--- config.mk ---
export PLATFORM = sky130hd
export DESIGN_NAME = exception_priority_controller
export DESIGN_NICKNAME = d
export VERILOG_FILES = /design/src/logic/exception_priority_controller.v
export VERILOG_INCLUDE_DIRS = /design/src /design/src/include
export SDC_FILE = /design/constraint.sdc
export NUM_CORES = 2
export LEC_CHECK = 0
export BUFFER_PORTS_ARGS = -buffer_cell sky130_fd_sc_hd__buf_2
export CORE_UTILIZATION = 58
export DETAILED_ROUTE_END_ITERATION = 10
export PLACE_DENSITY = 0.8
export RECOVER_POWER = 100
export REMOVE_ABC_BUFFERS = 1
export SYNTH_ARGS = -nofsm -noshare
export SYNTH_HDL_FRONTEND = slang
export SYNTH_SLANG_ARGS = --single-unit
--- constraint.sdc ---
create_clock -name aclk -period 87 [get_ports aclk]
set_clock_uncertainty 0.1 [all_clocks]
set_input_delay 17.4 -clock aclk [delete_from_list [all_inputs] [get_ports aclk]]
set_output_delay 17.4 -clock aclk [all_outputs]
set_load 0.02 [all_outputs]
--- src/include/exception_prio_map.vh ---
// Offsets, fields, reset values, ranks and vector numbers of the exception controller
`ifndef EXCEPTION_PRIO_MAP_VH
`define EXCEPTION_PRIO_MAP_VH
// Register byte offsets
`define OFF_CTRL     8'h00
`define OFF_ENABLE   8'h04
`define OFF_PEND_SET 8'h08
`define OFF_PEND_CLR 8'h0c
`define OFF_SYSPRI   8'h10
`define OFF_STATUS   8'h14
`define OFF_IRQPRI0  8'h20
`define OFF_IRQPRI3  8'h2c
// Control fields
`define CTRL_NMI_SET 0
`define CTRL_PSV_SET 1
`define CTRL_PSV_CLR 2
`define CTRL_GRP_LSB 4
`define CTRL_MEM_EN  8
`define CTRL_BUS_EN  9
`define CTRL_USE_EN  10
`define CTRL_DBG_EN  11
`define CTRL_KEEP    32'h00000f30
// Reset values
`define CTRL_RST     32'h00000000
`define PRI_RST      3'h0
// Ranks: smaller is more urgent
`define RANK_RESET   4'h0
`define RANK_NMI     4'h1
`define RANK_HARD    4'h2
`define RANK_SET     4'h3
`define RANK_BASE    4'hf
// Vector numbers
`define VEC_SP       6'h00
`define VEC_RESET    6'h01
`define VEC_NMI      6'h02
`define VEC_HARD     6'h03
`define VEC_MEM      6'h04
`define VEC_BUS      6'h05
`define VEC_USAGE    6'h06
`define VEC_SVC      6'h0b
`define VEC_DEBUG    6'h0c
`define VEC_PSV      6'h0e
`define VEC_TICK     6'h0f
`define VEC_IRQ0     6'h10
// AXI responses
`define RESP_OKAY    2'h0
`define RESP_SLVERR  2'h2
`endif

--- src/logic/exception_priority_controller.v ---
// Prioritising exception controller with AXI4-Lite registers and core entry sequencing
//
// The placing of the registers and the AXI4-Lite register port were chosen for this implementation.
`timescale 1ns/1ps
`include "exception_prio_map.vh"

module exception_priority_controller #(
    parameter ADDR_W = 8,   // Register address width
    parameter NEST   = 12   // Deepest handler nesting kept
) (
    input  wire              aclk,
    input  wire              aresetn,
    input  wire [ADDR_W-1:0] awaddr,
    input  wire              awvalid,
    output reg               awready,
    input  wire [31:0]       wdata,
    input  wire [3:0]        wstrb,
    input  wire              wvalid,
    output reg               wready,
    output reg  [1:0]        bresp,
    output reg               bvalid,
    input  wire              bready,
    input  wire [ADDR_W-1:0] araddr,
    input  wire              arvalid,
    output reg               arready,
    output reg  [31:0]       rdata,
    output reg  [1:0]        rresp,
    output reg               rvalid,
    input  wire              rready,
    input  wire [31:0]       irq_in,
    input  wire              fault_mem,
    input  wire              fault_bus_precise,
    input  wire              fault_bus_imprecise,
    input  wire              fault_usage,
    input  wire              svc_exec,
    input  wire              debug_req,
    input  wire              tick_fire,
    input  wire              first_instr,
    input  wire              stack_done,
    input  wire              vector_done,
    input  wire              handler_return,
    output reg               sp_fetch,
    output reg               vector_fetch,
    output reg  [5:0]        fetch_vector,
    output reg               stack_push,
    output reg               stack_pop,
    output reg               tail_chain,
    output reg               handler_start,
    output reg               handler_mode,
    output reg  [3:0]        exec_prio
);

    // Sequencer states
    localparam S_BOOT  = 3'h0;
    localparam S_RUN   = 3'h1;
    localparam S_ENTRY = 3'h2;
    localparam S_RET   = 3'h3;
    localparam S_UNSTK = 3'h4;

    reg  [31:0]  ctrl_reg;            // Group split and handler enables
    reg  [31:0]  enable_reg;          // Interrupt enables
    reg  [20:0]  syspri_reg;          // Seven 3-bit handler priorities
    reg  [127:0] irqpri_reg;          // 32 nibbles, low 3 bits used
    reg  [47:0]  pend_reg;            // Pending flag per vector
    reg  [47:0]  pend_next;
    reg  [31:0]  irq_meta_reg;        // First synchroniser stage
    reg  [31:0]  irq_sync_reg;        // Second synchroniser stage
    reg  [2:0]   state_reg;           // Sequencer state
    reg  [3:0]   depth_reg;           // Handlers now nested
    reg  [3:0]   rank_stk [0:NEST-1]; // Preempt rank per nesting level
    reg  [5:0]   vec_stk  [0:NEST-1]; // Vector per nesting level
    reg          boot_reg;            // Reset activation still held
    reg          sdone_reg;           // Stacking finished
    reg          vdone_reg;           // Vector fetch finished
    reg  [3:0]   cur_rank;            // Current execution rank
    reg  [3:0]   win_rank;            // Winner preempt rank
    reg  [5:0]   win_vec;             // Winner vector
    reg          win_ok;              // A winner exists
    reg  [12:0]  key;
    reg  [12:0]  best;
    reg  [31:0]  rd_data;
    reg          rd_hit;
    reg          wr_hit;
    integer      i;

    wire [3:0] depth_m1 = depth_reg - 4'h1;
    wire [1:0] grp      = ctrl_reg[`CTRL_GRP_LSB +: 2];
    wire       wr_go    = awvalid & wvalid & ~awready & ~bvalid;
    wire       rd_go    = arvalid & ~arready & ~rvalid;
    wire [7:0] wa       = awaddr[7:0];
    wire [7:0] ra       = araddr[7:0];
    // Write strobe for each location
    wire w_ctrl   = wr_go & (wa == `OFF_CTRL);
    wire w_enable = wr_go & (wa == `OFF_ENABLE);
    wire w_pset   = wr_go & (wa == `OFF_PEND_SET);
    wire w_pclr   = wr_go & (wa == `OFF_PEND_CLR);
    wire w_syspri = wr_go & (wa == `OFF_SYSPRI);
    wire w_irqpri = wr_go & (wa >= `OFF_IRQPRI0) & (wa <= `OFF_IRQPRI3) & (wa[1:0] == 2'h0);
    wire [31:0] wmask = {{8{wstrb[3]}}, {8{wstrb[2]}}, {8{wstrb[1]}}, {8{wstrb[0]}}};
    wire [31:0] wbits = wdata & wmask;

    // Byte-lane merge of a write into an old word
    function [31:0] merge;
        input [31:0] old;
        input [31:0] nw;
        input [31:0] m;
        begin
            merge = (old & ~m) | (nw & m);
        end
    endfunction

    // Settable 3-bit priority of a vector
    function [2:0] pri_of;
        input [5:0] v;
        reg   [5:0] idx;
        begin
            idx = v - `VEC_IRQ0;
            case (v)
                `VEC_MEM:   pri_of = syspri_reg[2:0];
                `VEC_BUS:   pri_of = syspri_reg[5:3];
                `VEC_USAGE: pri_of = syspri_reg[8:6];
                `VEC_SVC:   pri_of = syspri_reg[11:9];
                `VEC_DEBUG: pri_of = syspri_reg[14:12];
                `VEC_PSV:   pri_of = syspri_reg[17:15];
                `VEC_TICK:  pri_of = syspri_reg[20:18];
                default:    pri_of = irqpri_reg[{idx[4:0], 2'h0} +: 3];
            endcase
        end
    endfunction

    // Preempt rank; only the group part counts for nesting
    function [3:0] rank_of;
        input [5:0] v;
        reg   [2:0] pm;
        begin
            pm = pri_of(v) & (3'h7 << grp);
            case (v)
                `VEC_NMI:  rank_of = `RANK_NMI;
                `VEC_HARD: rank_of = `RANK_HARD;
                default:   rank_of = `RANK_SET + {1'b0, pm};
            endcase
        end
    endfunction

    // Current execution rank from reset hold and nesting
    always @* begin
        if (boot_reg) begin
            cur_rank = `RANK_RESET;
        end else if (depth_reg == 4'h0) begin
            cur_rank = `RANK_BASE;
        end else begin
            cur_rank = rank_stk[depth_m1];
        end
    end

    // Pick the pending, enabled vector with smallest key
    always @* begin
        best    = 13'h1fff;
        key     = 13'h1fff;
        win_vec = 6'h00;
        win_rank = `RANK_BASE;
        win_ok  = 1'b0;
        for (i = 2; i < 48; i = i + 1) begin
            if (pend_reg[i] && (i < 16 || enable_reg[i-16])) begin
                // Rank, then full priority, then vector number
                key = {rank_of(i[5:0]), pri_of(i[5:0]), i[5:0]};
                if (i < 4) begin
                    key[8:6] = 3'h0;
                end
                if (key < best) begin
                    best     = key;
                    win_vec  = i[5:0];
                    win_rank = key[12:9];
                    win_ok   = 1'b1;
                end
            end
        end
    end

    wire take = win_ok & (win_rank < cur_rank);

    // Peripheral lines pass two flip-flops
    always @(posedge aclk) begin
        if (!aresetn) begin
            irq_meta_reg <= 32'h00000000;
            irq_sync_reg <= 32'h00000000;
        end else begin
            irq_meta_reg <= irq_in;
            irq_sync_reg <= irq_meta_reg;
        end
    end

    // Pending flags: clears first, sets after so a set wins
    always @* begin
        pend_next = pend_reg;
        if (state_reg == S_RUN && take && !boot_reg && depth_reg < NEST) begin
            pend_next[win_vec] = 1'b0;
        end
        if (state_reg == S_RET && take) begin
            pend_next[win_vec] = 1'b0;
        end
        if (w_pclr) begin
            pend_next[47:16] = pend_next[47:16] & ~wbits;
        end
        if (w_ctrl && wbits[`CTRL_PSV_CLR]) begin
            pend_next[`VEC_PSV] = 1'b0;
        end
        // Peripheral levels pend while high
        pend_next[47:16] = pend_next[47:16] | irq_sync_reg;
        if (w_pset) begin
            pend_next[47:16] = pend_next[47:16] | wbits;
        end
        if (w_ctrl && wbits[`CTRL_NMI_SET]) begin
            pend_next[`VEC_NMI] = 1'b1;
        end
        if (w_ctrl && wbits[`CTRL_PSV_SET]) begin
            pend_next[`VEC_PSV] = 1'b1;
        end
        if (tick_fire) begin
            pend_next[`VEC_TICK] = 1'b1;
        end
        // Disabled faults, and blocked ones other than imprecise bus faults, escalate to hard fault
        if (fault_mem) begin
            if (ctrl_reg[`CTRL_MEM_EN] && rank_of(`VEC_MEM) < cur_rank) begin
                pend_next[`VEC_MEM] = 1'b1;
            end else begin
                pend_next[`VEC_HARD] = 1'b1;
            end
        end
        if (fault_bus_precise) begin
            if (ctrl_reg[`CTRL_BUS_EN] && rank_of(`VEC_BUS) < cur_rank) begin
                pend_next[`VEC_BUS] = 1'b1;
            end else begin
                pend_next[`VEC_HARD] = 1'b1;
            end
        end
        if (fault_bus_imprecise) begin
            // Imprecise faults wait pending for their turn
            if (ctrl_reg[`CTRL_BUS_EN]) begin
                pend_next[`VEC_BUS] = 1'b1;
            end else begin
                pend_next[`VEC_HARD] = 1'b1;
            end
        end
        if (fault_usage) begin
            if (ctrl_reg[`CTRL_USE_EN] && rank_of(`VEC_USAGE) < cur_rank) begin
                pend_next[`VEC_USAGE] = 1'b1;
            end else begin
                pend_next[`VEC_HARD] = 1'b1;
            end
        end
        if (svc_exec) begin
            if (rank_of(`VEC_SVC) < cur_rank) begin
                pend_next[`VEC_SVC] = 1'b1;
            end else begin
                pend_next[`VEC_HARD] = 1'b1;
            end
        end
        // Debug requests below current activation are dropped
        if (debug_req && ctrl_reg[`CTRL_DBG_EN] && rank_of(`VEC_DEBUG) < cur_rank) begin
            pend_next[`VEC_DEBUG] = 1'b1;
        end
        pend_next[1:0] = 2'h0;
    end

    // Software registers
    always @(posedge aclk) begin
        if (!aresetn) begin
            ctrl_reg   <= `CTRL_RST;
            enable_reg <= 32'h00000000;
            syspri_reg <= {7{`PRI_RST}};
            irqpri_reg <= {32{1'b0, `PRI_RST}};
            pend_reg   <= 48'h000000000000;
        end else begin
            pend_reg <= pend_next;
            if (w_ctrl) begin
                ctrl_reg <= merge(ctrl_reg, wdata, wmask) & `CTRL_KEEP;
            end
            if (w_enable) begin
                enable_reg <= merge(enable_reg, wdata, wmask);
            end
            if (w_syspri) begin
                syspri_reg <= (syspri_reg & ~wmask[20:0]) | wbits[20:0];
            end
            if (w_irqpri) begin
                // Eight interrupts per word, 3 bits in each nibble
                irqpri_reg[{wa[3:2], 5'h00} +: 32] <= merge(irqpri_reg[{wa[3:2], 5'h00} +: 32],
                    wdata, wmask) & 32'h77777777;
            end
        end
    end

    // Read decode; unmapped addresses give an error
    always @* begin
        rd_hit  = 1'b1;
        rd_data = 32'h00000000;
        if (ra == `OFF_CTRL) begin
            rd_data = ctrl_reg;
        end else if (ra == `OFF_ENABLE) begin
            rd_data = enable_reg;
        end else if (ra == `OFF_PEND_SET || ra == `OFF_PEND_CLR) begin
            rd_data = pend_reg[47:16];
        end else if (ra == `OFF_SYSPRI) begin
            rd_data = {11'h000, syspri_reg};
        end else if (ra == `OFF_STATUS) begin
            rd_data = {8'h00, state_reg, depth_reg, cur_rank, win_ok, win_vec[5:0],
                (depth_reg == 4'h0) ? 6'h00 : vec_stk[depth_m1]};
        end else if (ra >= `OFF_IRQPRI0 && ra <= `OFF_IRQPRI3 && ra[1:0] == 2'h0) begin
            rd_data = irqpri_reg[{ra[3:2], 5'h00} +: 32];
        end else begin
            rd_hit = 1'b0;
        end
        wr_hit = (wa == `OFF_CTRL) | (wa == `OFF_ENABLE) | (wa == `OFF_PEND_SET) |
                 (wa == `OFF_PEND_CLR) | (wa == `OFF_SYSPRI) | (wa == `OFF_STATUS) |
                 ((wa >= `OFF_IRQPRI0) & (wa <= `OFF_IRQPRI3) & (wa[1:0] == 2'h0));
    end

    // Bus handshakes: address and data taken together
    always @(posedge aclk) begin
        if (!aresetn) begin
            awready <= 1'b0;
            wready  <= 1'b0;
            bvalid  <= 1'b0;
            bresp   <= `RESP_OKAY;
            arready <= 1'b0;
            rvalid  <= 1'b0;
            rdata   <= 32'h00000000;
            rresp   <= `RESP_OKAY;
        end else begin
            awready <= wr_go;
            wready  <= wr_go;
            if (wr_go) begin
                bvalid <= 1'b1;
                bresp  <= wr_hit ? `RESP_OKAY : `RESP_SLVERR;
            end else if (bready) begin
                bvalid <= 1'b0;
            end
            arready <= rd_go;
            if (rd_go) begin
                rvalid <= 1'b1;
                rdata  <= rd_data;
                rresp  <= rd_hit ? `RESP_OKAY : `RESP_SLVERR;
            end else if (rready) begin
                rvalid <= 1'b0;
            end
        end
    end

    // Entry, return and tail-chain sequencer
    always @(posedge aclk) begin
        if (!aresetn) begin
            state_reg     <= S_BOOT;
            depth_reg     <= 4'h0;
            boot_reg      <= 1'b1;
            sdone_reg     <= 1'b0;
            vdone_reg     <= 1'b0;
            sp_fetch      <= 1'b0;
            vector_fetch  <= 1'b0;
            fetch_vector  <= `VEC_SP;
            stack_push    <= 1'b0;
            stack_pop     <= 1'b0;
            tail_chain    <= 1'b0;
            handler_start <= 1'b0;
            handler_mode  <= 1'b0;
            exec_prio     <= `RANK_RESET;
        end else begin
            sp_fetch      <= 1'b0;
            vector_fetch  <= 1'b0;
            stack_push    <= 1'b0;
            stack_pop     <= 1'b0;
            tail_chain    <= 1'b0;
            handler_start <= 1'b0;
            exec_prio     <= cur_rank;
            handler_mode  <= (depth_reg != 4'h0);
            if (first_instr) begin
                boot_reg <= 1'b0;
            end
            case (state_reg)
                S_BOOT: begin
                    // Stack pointer from entry zero, then reset vector
                    if (!sdone_reg) begin
                        sp_fetch     <= 1'b1;
                        fetch_vector <= `VEC_SP;
                        sdone_reg    <= 1'b1;
                    end else if (vector_done && fetch_vector == `VEC_SP) begin
                        vector_fetch <= 1'b1;
                        fetch_vector <= `VEC_RESET;
                    end else if (vector_done) begin
                        sdone_reg <= 1'b0;
                        state_reg <= S_RUN;
                    end
                end
                S_RUN: begin
                    if (take && !boot_reg && depth_reg < NEST) begin
                        // Push state and fetch vector together
                        stack_push             <= 1'b1;
                        vector_fetch           <= 1'b1;
                        fetch_vector           <= win_vec;
                        rank_stk[depth_reg]    <= win_rank;
                        vec_stk[depth_reg]     <= win_vec;
                        depth_reg              <= depth_reg + 4'h1;
                        sdone_reg              <= 1'b0;
                        vdone_reg              <= 1'b0;
                        state_reg              <= S_ENTRY;
                    end else if (handler_return && depth_reg != 4'h0) begin
                        depth_reg <= depth_m1;
                        state_reg <= S_RET;
                    end
                end
                S_ENTRY: begin
                    // Both halves may finish in any order
                    if ((sdone_reg | stack_done) && (vdone_reg | vector_done)) begin
                        handler_start <= 1'b1;
                        state_reg     <= S_RUN;
                    end else begin
                        sdone_reg <= sdone_reg | stack_done;
                        vdone_reg <= vdone_reg | vector_done;
                    end
                end
                S_RET: begin
                    if (take && depth_reg < NEST) begin
                        // Next handler without pop and re-push
                        tail_chain          <= 1'b1;
                        vector_fetch        <= 1'b1;
                        fetch_vector        <= win_vec;
                        rank_stk[depth_reg] <= win_rank;
                        vec_stk[depth_reg]  <= win_vec;
                        depth_reg           <= depth_reg + 4'h1;
                        sdone_reg           <= 1'b1;
                        vdone_reg           <= 1'b0;
                        state_reg           <= S_ENTRY;
                    end else begin
                        stack_pop <= 1'b1;
                        state_reg <= S_UNSTK;
                    end
                end
                S_UNSTK: begin
                    if (stack_done) begin
                        state_reg <= S_RUN;
                    end
                end
                default: begin
                    state_reg <= S_RUN;
                end
            endcase
        end
    end

endmodule

==> impl_metrics.tcl <==
set metrics [dict create \
    powerDensity_nw_per_um2 13.9 \
    drt-initial-drc-count 4868 \
    syn_area_per_cell_um2 8.41 \
    grt_pass1_wl_um 207000 \
    vias 36020 \
    clockRootBuffer "clkbuf_16" \
    ant_nets 0 \
    drt_pass1_iterations 10 \
    slowest_stage "or4_1" \
    yosysWarnings 0 \
    maxCapViolations 9 \
    period_minus_slack_ns 82.56 \
    htreeDepth 2 \
    synth_area_leader_cell "dfxtp_1" \
    status "complete, but fails checks" \
    cts.sinks 450 \
    dp_hpwl_um 106000 \
    port_buffers 157 \
    gp_congestion 1.10 \
    start_util 0.589 \
    whs_ns 0.323 \
    place_ws_ns -0.292 \
    synth_ff_type "dfxtp_1" \
    reg2reg_slack_ns 4.44 \
    startpoint "ctrl_reg[4]" \
    report.final.slew_viol_count 192 \
    cts_max_path_buffers 3 \
    final_common_cell "nand2_1" \
    final_cell_mix "nand2_1 (458), nor2_1 (346), dfxtp_1 (326)" \
    largest_register_ff_count 96 \
    setup-violations-final 0 \
    worstSkewPairLatency_ns 0.63 \
    cts_tree "done" \
    cp.required_ns 87.39 \
    synth.distinct_cells 138 \
    cts_buffers 47 \
    dp_cells 5045 \
    power.leakage_nw 15.3 \
    ff2ff_path_depth 372 \
    via_per_inst 6.95 \
    die_area_um2 62400 \
    fin_crit_sh 0.949 \
    grt_pass1_vias 33311 \
    crit_path_end_kind "register" \
    die_h_um 250 \
    violations "max-capacitance violations, max-slew violations" \
    yosysSeqAreaShare 0.287 \
    critPathMostFrequentCell "ha_1" \
    drc 0 \
    die_w_um 250 \
    wl_um 141000 \
    clk_pin_slew_ns 0.06 \
    fin_ws_ns 4.44 \
    synthArstFlopShare 0 \
    dpl_cell_area_um2 37300 \
    cp_data_arrival_time_ns 82.95 \
    finish.instance_area_um2 39500 \
    fin_cells 5180 \
    total_power_mw 0.551 \
    tightest_slew_ns 2.59 \
    reg2reg_from "ctrl_reg[4]" \
    cts_hold_buffers 0 \
    syn_to_final_growth_pct 11.0 \
    regToRegEndpoint "pend_reg[29]" \
    fp-row-count 90 \
    slew_headroom -0.753 \
    drt-wirelength-per-cell_um 27.2 \
    finalHoldViolations 0 \
    fin_setup_tns_ns 0 \
    crit_path_max_fanout 14 \
    synth-seq-cells 450 \
    overflow 0 \
    fin_util 0.654 \
    criticalPathCategory "reg -> reg" \
    antenna_found_initial 7 \
    grt_max_degree 93 \
    grt.total_usage 0.435 \
    synth.top_cell.area_share 0.185 \
    synthTopCellsByArea "dfxtp_1 (19%), ha_1 (10%), edfxtp_1 (10%), mux4_2 (4.9%), nand2_1 (4.9%)" \
    layout-drive-gt1-share 0.144 \
    synth_edf_count 120 \
    worstSetupEndpoint "pend_reg[29]" \
    hp-class "reg -> reg" \
    ir_drop_uv 16.9 \
    core_area_um2 60500 \
    nets 4748 \
    fmax_mhz 12.1 \
    cp-start-kind "register" \
    slowest_delay_ns 0.65 \
    syn_area_um2 35600 \
    ios 160 \
    syn_inst 4236 \
]
==> final cells by class <==
type / instances / area (µm²)
clock buffers: 61 / 1350
flip-flops and latches: 450 / 10200
clock inverters: 25 / 270
fillers: 5193 / 20900
inverters: 236 / 897
diodes: 6 / 15.0
well taps: 782 / 978
multi-input cells: 3324 / 24100
repair buffers: 296 / 1770
==> Yosys cell counts (all sizes together), types with 14 or more instances <==
master / count
a2111oi: 14
a211oi: 52
a21o: 49
a21oi: 309
a221oi: 23
a222oi: 14
a22oi: 113
a31oi: 67
and2: 112
and3: 27
and4: 25
buf: 44
clkbuf: 184
dfxtp: 330
edfxtp: 120
ha: 291
inv: 234
mux2: 54
mux2i: 105
mux4: 78
nand2: 464
nand2b: 65
nand3: 109
nand3b: 23
nand4: 22
nand4b: 14
nor2: 358
nor2b: 52
nor3: 50
nor4: 18
o2111ai: 19
o211ai: 40
o21a: 31
o21ai: 307
o221ai: 14
o22ai: 23
o31a: 40
o31ai: 21
or2: 24
xnor2: 36
xor2: 46
==> worst min path at each step <==
stage                           from               end  cells past startpoint
floorplan               pend_reg[13]      pend_reg[13]                      2
global placement    irq_meta_reg[11]  irq_sync_reg[11]                      1
detailed placement   irq_meta_reg[9]   irq_sync_reg[9]                      1
CTS                 irq_meta_reg[30]  irq_sync_reg[30]                      1
global route        irq_meta_reg[30]  irq_sync_reg[30]                      1
finish              irq_meta_reg[30]  irq_sync_reg[30]                      1
==> cell families after synthesis <==
group	share of synthesized area
and+or+nand+nor	0.194
AOI/OAI and AO/OA	0.248
buffers and inverters	0.0502
DFF	0.287
adders and majority gates	0.104
muxes	0.0963
xor gates and xnor gates	0.0204
other	0.000105
==> timing repair <==
action,CTS,global route
buffers inserted,0,41
gates resized for setup,5,114
endpoints found under the setup margin,139,312
pin swaps,0,15
gates cloned,0,1
==> layer usage <==
layer / share of wire / track usage / up-vias / wire (µm)
li1: - / - / 15985 / -
met1: 0.39 / 0.578 / 17141 / 55400
met2: 0.42 / 0.646 / 2408 / 58800
met3: 0.13 / 0.109 / 484 / 17700
met4: 0.063 / 0.241 / 2 / 8850
met5: 0.000099 / 0 / - / 14
==> where the power goes <==
| part | leakage [nW] | internal (mW) | switching (mW) |
|---|---|---|---|
| clock | 0.807 | 0.118 | 0.0933 |
| combinational | 10.8 | 0.0425 | 0.0753 |
| sequential | 3.73 | 0.219 | 0.00290 |
==> worst max-delay path, delay by kind of cell (launching register included) <==
family                   cells  cell delay, ns
AO/OA/AOI/OAI              151           32.66
adder cells (fa/ha/maj)     47           14.30
buffers and inverters       23            3.29
flip-flops                   1            0.46
multiplexers                22            7.24
AND/OR/NAND/NOR            129           24.23
Note: power is estimated with default switching activity, not from simulation.
